$ cat config.mk
export PLATFORM = sky130hd
export DESIGN_NAME = lpi_device
export DESIGN_NICKNAME = d
export VERILOG_FILES = /design/src/lpi_pkg.sv /design/src/lpi_device.sv /design/src/lpi_sync.sv
export SDC_FILE = /design/constraint.sdc
export NUM_CORES = 1
export LEC_CHECK = 0
export BUFFER_PORTS_ARGS = -buffer_cell sky130_fd_sc_hd__buf_2
export CAP_MARGIN = 25
export CELL_PAD_IN_SITES_DETAIL_PLACEMENT = 1
export CELL_PAD_IN_SITES_GLOBAL_PLACEMENT = 2
export CORE_UTILIZATION = 34
export DETAILED_ROUTE_END_ITERATION = 8
export GPL_ROUTABILITY_DRIVEN = 0
export PLACE_DENSITY_LB_ADDON = 0.1
export SLEW_MARGIN = 20
export SYNTH_ARGS = -nofsm -noshare
export SYNTH_HDL_FRONTEND = slang
export SYNTH_SLANG_ARGS = --single-unit
$ cat constraint.sdc
create_clock -name ref_clk -period 2.3 [get_ports ref_clk]
set_input_delay 0.46 -clock ref_clk [delete_from_list [all_inputs] [get_ports ref_clk]]
set_output_delay 0.46 -clock ref_clk [all_outputs]
set_load 0.02 [all_outputs]
$ cat src/lpi_pkg.sv
// Shared types and constants for the low-power DRAM pin interface
package lpi_pkg;

  // ----------------------------------------------------------------
  // Widths and lane layout
  // ----------------------------------------------------------------
  localparam int CA_W = 10;
  localparam int DQ_W = 32;
  localparam int LANES = 4;
  localparam int LANE_W = 8;

  // ----------------------------------------------------------------
  // Reset values and timing
  // ----------------------------------------------------------------
  localparam logic [9:0] CA_RST = 10'h000;
  localparam logic [31:0] DQ_RST = 32'h0000_0000;
  localparam logic [3:0] LANE_RST = 4'h0;
  localparam int SYNC_STAGES = 2;
  localparam int RD_PIPE = 1;

  // Command word, captured as one unit per clock period
  typedef struct packed {
    logic cke;
    logic cs_n;
    logic [9:0] ca_rise;
    logic [9:0] ca_fall;
  } lpi_cmd_t;

  // One write beat after masking
  typedef struct packed {
    logic [31:0] data;
    logic [3:0] lane_en;
  } lpi_beat_t;

  // Power state of the input/output front end
  typedef enum logic [1:0] {
    LPI_ACTIVE = 2'b01,
    LPI_PWRDN = 2'b10
  } lpi_pwr_t;

endpackage

$ cat src/lpi_device.sv
// Device-side pin logic: clock edge detection, capture, masking, strobes
// Contract
// - Capture CA on both clock edges
// - Sample select and enable on rising edge
// - Rising edge is true-high, complement-low crossing
// - Enable low disables buffers and drivers
// - Power mode changes only on enable transitions
// - Command decoded from enable, select, CA together
// - Drop write beat when mask high
// - Sample mask on both strobe edges
// - Mask 2,3 guard lanes 16-23, 24-31
// - Strobe driven by device with read data
// - Read strobe edge-aligned with read data
// - Strobe n serves byte lane n
// - Termination follows control input and mode value
// - Data lines bidirectional, shared read/write
`timescale 1ns/100ps
module lpi_device (
  // Clock and reset
  input wire logic ref_clk,
  input wire logic reset,
  // Command and clock pins
  input wire logic ck_t,
  input wire logic ck_c,
  input wire logic cke,
  input wire logic cs_n,
  input wire logic [9:0] ca,
  // Data mask and strobe pins
  input wire logic [3:0] dm,
  input wire logic [3:0] dqs_t_in,
  input wire logic [3:0] dqs_c_in,
  output logic [3:0] dqs_t_out,
  output logic [3:0] dqs_c_out,
  output logic [3:0] dqs_oe,
  // Data pins
  input wire logic [31:0] dq_in,
  output logic [31:0] dq_out,
  output logic [31:0] dq_oe,
  // Termination control
  input wire logic odt,
  input wire logic odt_mode_en,
  output logic term_on,
  // User side: commands and write data out
  output lpi_pkg::lpi_cmd_t cmd,
  output logic cmd_valid,
  output lpi_pkg::lpi_beat_t wr_beat,
  output logic [3:0] wr_valid,
  // User side: read data in
  input wire logic rd_en,
  input wire logic [31:0] rd_data,
  // Power state
  output logic powered
);

  // ----------------------------------------------------------------
  // Synchronised pins
  // ----------------------------------------------------------------
  logic [1:0] ck_s;
  logic [11:0] ctl_s;
  logic [3:0] dm_s, st_s, sc_s;
  logic [31:0] dq_s;
  logic ck_t_d, ck_c_d;
  logic [3:0] st_d, sc_d;
  logic rise, fall;
  logic [3:0] s_rise, s_fall;
  logic [9:0] ca_r_reg;
  logic cke_d_reg;
  logic cke_p_reg;
  logic active;
  logic odt_s;
  lpi_pkg::lpi_pwr_t pwr_reg;
  logic rd_ph_reg;
  lpi_pkg::lpi_beat_t beat_next;

  lpi_sync #(.W(2)) u_ck (.ref_clk(ref_clk), .reset(reset),
    .d({ck_t, ck_c}), .q(ck_s));
  lpi_sync #(.W(12)) u_ctl (.ref_clk(ref_clk), .reset(reset),
    .d({cke, cs_n, ca}), .q(ctl_s));
  lpi_sync #(.W(13)) u_dm (.ref_clk(ref_clk), .reset(reset),
    .d({odt, dm, dqs_t_in, dqs_c_in}), .q({odt_s, dm_s, st_s, sc_s}));
  lpi_sync #(.W(32)) u_dq (.ref_clk(ref_clk), .reset(reset),
    .d(dq_in), .q(dq_s));

  // ----------------------------------------------------------------
  // Edge detection on differential pairs
  // ----------------------------------------------------------------
  // Crossing detected when the pair swaps sense from last sample
  function automatic logic cross_up(input logic t, input logic c,
                                    input logic tp, input logic cp);
    cross_up = t && !c && !tp && cp;
  endfunction

  always_ff @(posedge ref_clk) begin
    if (reset) begin
      ck_t_d <= 1'b0;
      ck_c_d <= 1'b1;
      st_d <= lpi_pkg::LANE_RST;
      sc_d <= 4'hF;
    end else begin
      ck_t_d <= ck_s[1];
      ck_c_d <= ck_s[0];
      st_d <= st_s;
      sc_d <= sc_s;
    end
  end

  assign rise = cross_up(ck_s[1], ck_s[0], ck_t_d, ck_c_d);
  assign fall = cross_up(ck_s[0], ck_s[1], ck_c_d, ck_t_d);
  always_comb begin
    for (int i = 0; i < lpi_pkg::LANES; i++) begin
      s_rise[i] = cross_up(st_s[i], sc_s[i], st_d[i], sc_d[i]);
      s_fall[i] = cross_up(sc_s[i], st_s[i], sc_d[i], st_d[i]);
    end
  end

  // ----------------------------------------------------------------
  // Command capture
  // ----------------------------------------------------------------
  // Rising half of CA held until the falling half completes the word
  always_ff @(posedge ref_clk) begin
    if (reset) begin
      ca_r_reg <= lpi_pkg::CA_RST;
      // Enable counts as high out of reset, matching the active state
      cke_d_reg <= 1'b1;
      cke_p_reg <= 1'b1;
      cmd <= '0;
      cmd_valid <= 1'b0;
    end else begin
      cmd_valid <= 1'b0;
      if (rise) begin
        ca_r_reg <= ctl_s[9:0];
        cmd.cke <= ctl_s[11];
        cmd.cs_n <= ctl_s[10];
        cke_d_reg <= ctl_s[11];
        cke_p_reg <= cke_d_reg;
      end
      if (fall) begin
        cmd.ca_rise <= ca_r_reg;
        cmd.ca_fall <= ctl_s[9:0];
        // Whole word presented together; deselect carries nothing
        cmd_valid <= !cmd.cs_n && (cmd.cke || cke_p_reg);
      end
    end
  end

  // ----------------------------------------------------------------
  // Power state
  // ----------------------------------------------------------------
  // Changes only on a sampled enable transition, not on level alone
  always_ff @(posedge ref_clk) begin
    if (reset) begin
      pwr_reg <= lpi_pkg::LPI_ACTIVE;
    end else if (rise && (ctl_s[11] != cke_d_reg)) begin
      unique case (pwr_reg)
        lpi_pkg::LPI_ACTIVE: pwr_reg <= lpi_pkg::LPI_PWRDN;
        lpi_pkg::LPI_PWRDN: pwr_reg <= lpi_pkg::LPI_ACTIVE;
      endcase
    end
  end
  assign active = (pwr_reg == lpi_pkg::LPI_ACTIVE);

  always_ff @(posedge ref_clk) begin
    if (reset) begin
      powered <= 1'b1;
    end else begin
      powered <= active;
    end
  end

  // ----------------------------------------------------------------
  // Write capture with byte masks
  // ----------------------------------------------------------------
  // Lane n takes dq[8n+7:8n] on either edge of strobe n, masked by dm[n]
  always_comb begin
    beat_next = wr_beat;
    for (int i = 0; i < lpi_pkg::LANES; i++) begin
      if (s_rise[i] || s_fall[i]) begin
        beat_next.data[i*8 +: 8] = dq_s[i*8 +: 8];
        beat_next.lane_en[i] = !dm_s[i];
      end
    end
  end

  always_ff @(posedge ref_clk) begin
    if (reset) begin
      wr_beat <= '0;
      wr_valid <= lpi_pkg::LANE_RST;
    end else begin
      wr_beat <= beat_next;
      // Masked lanes raise no valid, so the beat is discarded
      wr_valid <= (s_rise | s_fall) & ~dm_s
                  & {lpi_pkg::LANES{active && !rd_ph_reg}};
    end
  end

  // ----------------------------------------------------------------
  // Read drive: data and strobe change on the same edge
  // ----------------------------------------------------------------
  always_ff @(posedge ref_clk) begin
    if (reset) begin
      rd_ph_reg <= 1'b0;
      dq_out <= lpi_pkg::DQ_RST;
      dq_oe <= lpi_pkg::DQ_RST;
      dqs_t_out <= lpi_pkg::LANE_RST;
      dqs_c_out <= 4'hF;
      dqs_oe <= lpi_pkg::LANE_RST;
    end else begin
      rd_ph_reg <= rd_en && active;
      dq_oe <= {lpi_pkg::DQ_W{rd_en && active}};
      dqs_oe <= {lpi_pkg::LANES{rd_en && active}};
      if (rd_en && active) begin
        dq_out <= rd_data;
        // Strobe toggles with each new word: edge aligned
        dqs_t_out <= ~dqs_t_out;
        dqs_c_out <= dqs_t_out;
      end else begin
        dqs_t_out <= lpi_pkg::LANE_RST;
        dqs_c_out <= 4'hF;
      end
    end
  end

  // ----------------------------------------------------------------
  // Termination: off while driving reads or powered down
  // ----------------------------------------------------------------
  always_ff @(posedge ref_clk) begin
    if (reset) begin
      term_on <= 1'b0;
    end else begin
      term_on <= odt_s && odt_mode_en && active && !rd_en;
    end
  end

  // ----------------------------------------------------------------
  // Checks
  // ----------------------------------------------------------------
  property p_cmd_sel;
    @(posedge ref_clk) disable iff (reset)
      cmd_valid |-> !cmd.cs_n;
  endproperty
  a_cmd_sel: assert property (p_cmd_sel) else $error("cmd while deselected");

  property p_cmd_fall;
    @(posedge ref_clk) disable iff (reset)
      cmd_valid |-> $past(fall);
  endproperty
  a_cmd_fall: assert property (p_cmd_fall) else $error("cmd not on fall");

  property p_ca_rise;
    @(posedge ref_clk) disable iff (reset)
      rise |=> ca_r_reg == $past(ctl_s[9:0]);
  endproperty
  a_ca_rise: assert property (p_ca_rise) else $error("CA rise missed");

  property p_cs_hold;
    @(posedge ref_clk) disable iff (reset)
      !rise |=> $stable(cmd.cs_n) && $stable(cmd.cke);
  endproperty
  a_cs_hold: assert property (p_cs_hold) else $error("SDR sampled off edge");

  property p_mask;
    @(posedge ref_clk) disable iff (reset)
      ((s_rise[2] || s_fall[2]) && dm_s[2]) |=> !wr_valid[2];
  endproperty
  a_mask: assert property (p_mask) else $error("masked beat kept");

  property p_pwr;
    @(posedge ref_clk) disable iff (reset)
      $changed(pwr_reg) |-> $past(rise) && $past(ctl_s[11] != cke_d_reg);
  endproperty
  a_pwr: assert property (p_pwr) else $error("mode change w/o CKE edge");

  property p_off;
    @(posedge ref_clk) disable iff (reset)
      !active |=> dq_oe == '0 && dqs_oe == '0 && !term_on;
  endproperty
  a_off: assert property (p_off) else $error("driver on while down");

  property p_align;
    @(posedge ref_clk) disable iff (reset)
      (dqs_oe[0] && $past(dqs_oe[0])) |-> $changed(dqs_t_out[0]);
  endproperty
  a_align: assert property (p_align) else $error("strobe not edge aligned");

  property p_odt;
    @(posedge ref_clk) disable iff (reset)
      term_on |-> $past(odt_s) && $past(odt_mode_en);
  endproperty
  a_odt: assert property (p_odt) else $error("termination w/o ODT");

endmodule

$ cat src/lpi_sync.sv
// Two-stage synchroniser for a bus of asynchronous pin levels
`timescale 1ns/100ps
module lpi_sync #(
  parameter int W = 1
) (
  // Clock and reset
  input wire logic ref_clk,
  input wire logic reset,
  // Asynchronous input and synchronised output
  input wire logic [W-1:0] d,
  output logic [W-1:0] q
);

  logic [W-1:0] meta_reg;

  // First stage is read only by the second stage
  always_ff @(posedge ref_clk) begin
    if (reset) begin
      meta_reg <= '0;
      q <= '0;
    end else begin
      meta_reg <= d;
      q <= meta_reg;
    end
  end

endmodule
Word level (Yosys, flattened, before mapping)
Index checks and enable logic that the tools add are counted.
{ "op_classes": {"bitwise": 7, "n_eq_ne": 3, "muxes": 1, "n_reduce_logical": 71} }
{ "ops": {"columns": ["cell", "n"], "rows": [
  ["$logic_and 1x1->1", 37],
  ["$logic_not 1->1", 27],
  ["$and 4x4->4", 2],
  ["$not 4->4", 2],
  ["$logic_or 1x1->1", 5],
  ["$or 4x4->4", 1],
  ["$pmux 2 s2", 1],
  ["$reduce_or 2->1", 2],
  ["$eq 2x1->1 const B", 1],
  ["$eq 2x2->1 const B", 1],
  ["$not 1->1", 2],
  ["$ne 1x1->1", 1]
]} }
{ "word_totals": {"inputBits": 95, "word_cells": 120, "out_inout_bits": 141, "register_bits": 250} }

Logic depth before layout (Yosys ltp)
{ "logic_depth": {"ltp_word": 7, "depth_mapped": 5} }

Modules after synthesis
From an unflattened synthesis, not the netlist that was laid out.
{ "unflattened": {"hier_cells": 801, "area_unflattened_um2": 8539.4} }
{ "by_module_without_submodules": {"columns": ["mod", "n_inst", "cells_per_inst", "area_each_um2", "seq_area_each_um2"], "rows": [
  ["lpi_device", 1, 554, 5122.4, 2602.5],
  ["lpi_sync (u_dq)", 1, 135, 1918.1, 1281.2],
  ["lpi_sync (u_dm)", 1, 54, 700.7, 520.5],
  ["lpi_sync (u_ctl)", 1, 50, 693.2, 480.5],
  ["lpi_sync (u_ck)", 1, 8, 105.1, 80.1]
]} }

Worst setup path after synthesis
Ideal clock, no wire load.
{ "synth_path": {"kind": "reg2out", "start": "register, netlist name rd_ph_reg", "end": "output dq_oe[0]", "arrival_time_ns": 1.130, "path_stages_with_launch": 2, "slack_ns": 0.710, "required_time_ns": 1.840, "cell_sequence": "dfxtp_1 buf_4"} }
{ "synth_rtl": {"columns": ["item", "line_no", "rtl"], "rows": [
  ["end, declared", "lpi_device.sv:38", "output logic [31:0] dq_oe,"]
]} }

==> metrics.txt <==
DIE AREA=0.02496 mm^2; final setup TNS=0 ns; wire length per cell=13.10 um; Sink Count=248; Peak Freq=0.5437 GHz; CTS max path bufs=3; Die Width=158.0 um; Setup Skew=0.01316 ns; Final Hold Fails=0; Worst-Skew Late Latency=0.52 ns; sequential share of the synthesized area=60.01%; final-stage net count=1093; Initial Util=34.93%; Via density=4.220; Largest delay share family, worst path=flip-flops; core area=0.02368 mm^2; worst stage delay on the critical path=0.60 ns; 1st-pass router iterations=4; Setup violations, final=0; Leak=4.751 nW; Max Slew Vio Count=0; vias in the first global route=5302; Worst Hold Class=in -> reg; switching share of power=21.76%; max cap viols=0; CTS tree=yes; Switching Power=2.113 mW; Yosys top cell area share=60.01%; row count=56; Flop pwr share=46.6%; most common cell after layout, fill and taps aside=dfxtp_1; initial antenna violation count=1; post-route minimum period=1.839 ns; Syn Nets=898; total power=9.707 mW; synth top area cells=dfxtp_1 (60%), nor2b_1 (8.4%), nand2_1 (6.0%); Pint=7.594 mW; power share of the combinational group=6.2%; synth unique cells=31; Top reg by flops=wr_beat; synth warn=0; Die Ht=158.0 um; CP Buf/Inv Count=1; hold endpoint=u_dq.meta_reg[23]$_SDFF_PP0_; cts bufs inserted=28; WP data arrival=1.38 ns; Worst setup SP type=flop; most frequent cells in the layout=dfxtp_1 (247), buf_2 (234), nand2_1 (132); worst setup path category=reg -> out; root buf cell=clkbuf_16; worst hold path depth=2; RR Endpoint=dqs_c_out[0]$_SDFF_PP1_; slew of the pin with the lowest slew margin=0.4922 ns; number of cells on the worst reg-to-reg path=3; Relative slew margins=67.19%; placed instance area=0.009438 mm^2; Syn Inst Count=803; r2r setup slk=1.00 ns; GRT Resource Usage Total=13.63%; first-pass GRT wire length=27350 um; #FFs+latches synth=248; Syn-to-layout area delta=25.88%; Via Count=5646; number of remaining DRC errors=0; RSZ-0062 raised after global routing=false; Hold Crit Start=dq_in[23]; cts hold-fix bufs=0; I/O pin total=236; cell area after layout=0.01041 mm^2; synthesized area per cell=10.30 um^2; area leader, netlist=dfxtp_1; htree depth=1; share of layout cells above drive strength 1=30.45%; routed wire length=17530 um; worst path cell trace=buf_2; outcome=complete, no violations; crit-path max FO=37; Pwr per Cell Area=932.2 mW/mm^2; number of buffers added on ports=235; Worst Setup End Kind=output port; antenna-violating nets left=0; number of flip-flops under the largest register name=36; RR Startpoint=pwr_reg[1]$_SDFFE_PP0P_; CP required=1.84 ns; Clk pin slew, worst setup/hold paths=0.06 ns; largest net degree at the start of global routing=83; GRT overflow=0; crit path max-delay cell type=dfxtp_2; Iteration-0 DRC Markers=241; part of the power in the clock network=47.1%; Filler Cell Count=2713; Tcrit/Tclk final=79.97%; synthesized cell area=0.008273 mm^2; worst vdd ir=399.9 uV; hpwl dp=11650 um
[logic make-up (layout without fill, tap and decap cells)]
kind of cell,after synthesis,in the layout,synth area share [%]
flip-flops,248,248,60.01
AND/OR/NAND/NOR,369,369,25.18
multiplexers,32,32,3.872
buffers and inverters,80,295,6.307
AO/OA/AOI/OAI,73,73,4.522
XOR/XNOR,1,1,0.1059
other,0,1,0
[through the flow]
stage / utilization [%] / hold WS [ns] / instances / setup slack, ns
floorplan: - / 0.3943 / 803 / 0.7095
CTS: 43.96 / 0.1192 / 1337 / 0.1030
global route: 43.96 / 0.1243 / 1337 / 0.3358
detailed placement: 39.85 / 0.4141 / 1287 / 0.6087
global placement: 39.85 / 0.4126 / 1287 / 0.6143
finish: 43.97 / 0.1468 / 1338 / 0.4606
[cells in the mapped netlist, drive strengths merged]
master     n
and3b      1
o21a       1
o21ai      5
nor2       9
mux2i     32
nor3       8
nand2    132
nor3b      5
xor2       1
nand2b    65
buf       67
and2b     12
nand3b     2
and2       1
a41oi      1
o21bai     1
nand4bb    2
and4bb    10
or2        9
dfxtp    248
and4b      1
a21oi     65
inv        2
clkbuf    11
nor2b    111
nor4       1
[power by group through the flow]
stage / combinational, mW / sequential [mW] / clock [mW]
finish: 0.606 / 4.53 / 4.58
CTS: 0.622 / 4.53 / 4.73
global route: 0.671 / 4.54 / 4.93
global placement: 0.617 / 4.62 / 0
detailed placement: 0.621 / 4.62 / 0
floorplan: 0.387 / 4.68 / 0
[how the worst max path moves through the flow]
stage          depth (start not counted)  slack (ns)                      end                 start
3_3_place_gp                           4        0.61  dqs_c_out[0]$_SDFF_PP1_                 reset
3_5_place_dp                           4        0.61  dqs_c_out[0]$_SDFF_PP1_                 reset
6_report                               1        0.46                 dq_oe[8]  rd_ph_reg$_SDFF_PP0_
5_1_grt                                1        0.34                dq_oe[26]  rd_ph_reg$_SDFF_PP0_
4_1_cts                                1        0.10                 dq_oe[8]  rd_ph_reg$_SDFF_PP0_
2_1_floorplan                          1        0.71                 dq_oe[0]  rd_ph_reg$_SDFF_PP0_
[metal layers]
| metal | vias up | track usage [%] | part of all wire, % | routed length [um] |
|---|---|---|---|---|
| li1 | 2914 | - | - | - |
| met1 | 2556 | 17.84 | 47 | 8225 |
| met2 | 157 | 22.22 | 45 | 7916 |
| met3 | 19 | 3.367 | 6.6 | 1161 |
| met4 | 0 | 3.800 | 1.3 | 230 |
| met5 | - | 0 | 0 | 0 |
[area by class of cell]
type / count / area [um^2] / area share, %
clock buffers: 40 / 847.1 / 8.134
multi-input cells: 475 / 2786 / 26.76
well taps: 319 / 399.1 / 3.833
flip-flops and latches: 248 / 4966 / 47.69
inverters: 2 / 7.507 / 0.07209
diodes: 1 / 2.502 / 0.02403
repair buffers: 243 / 1280 / 12.29
clock inverters: 10 / 125.1 / 1.201
[what timing repair did]
item / 4_1_cts / 5_1_grt
gates resized for setup: 0 / 1
hold endpoints to repair: 0 / 0
setup buffers: 0 / 0
setup endpoints to repair: 0 / 34
(Power assumes the default switching activity.)
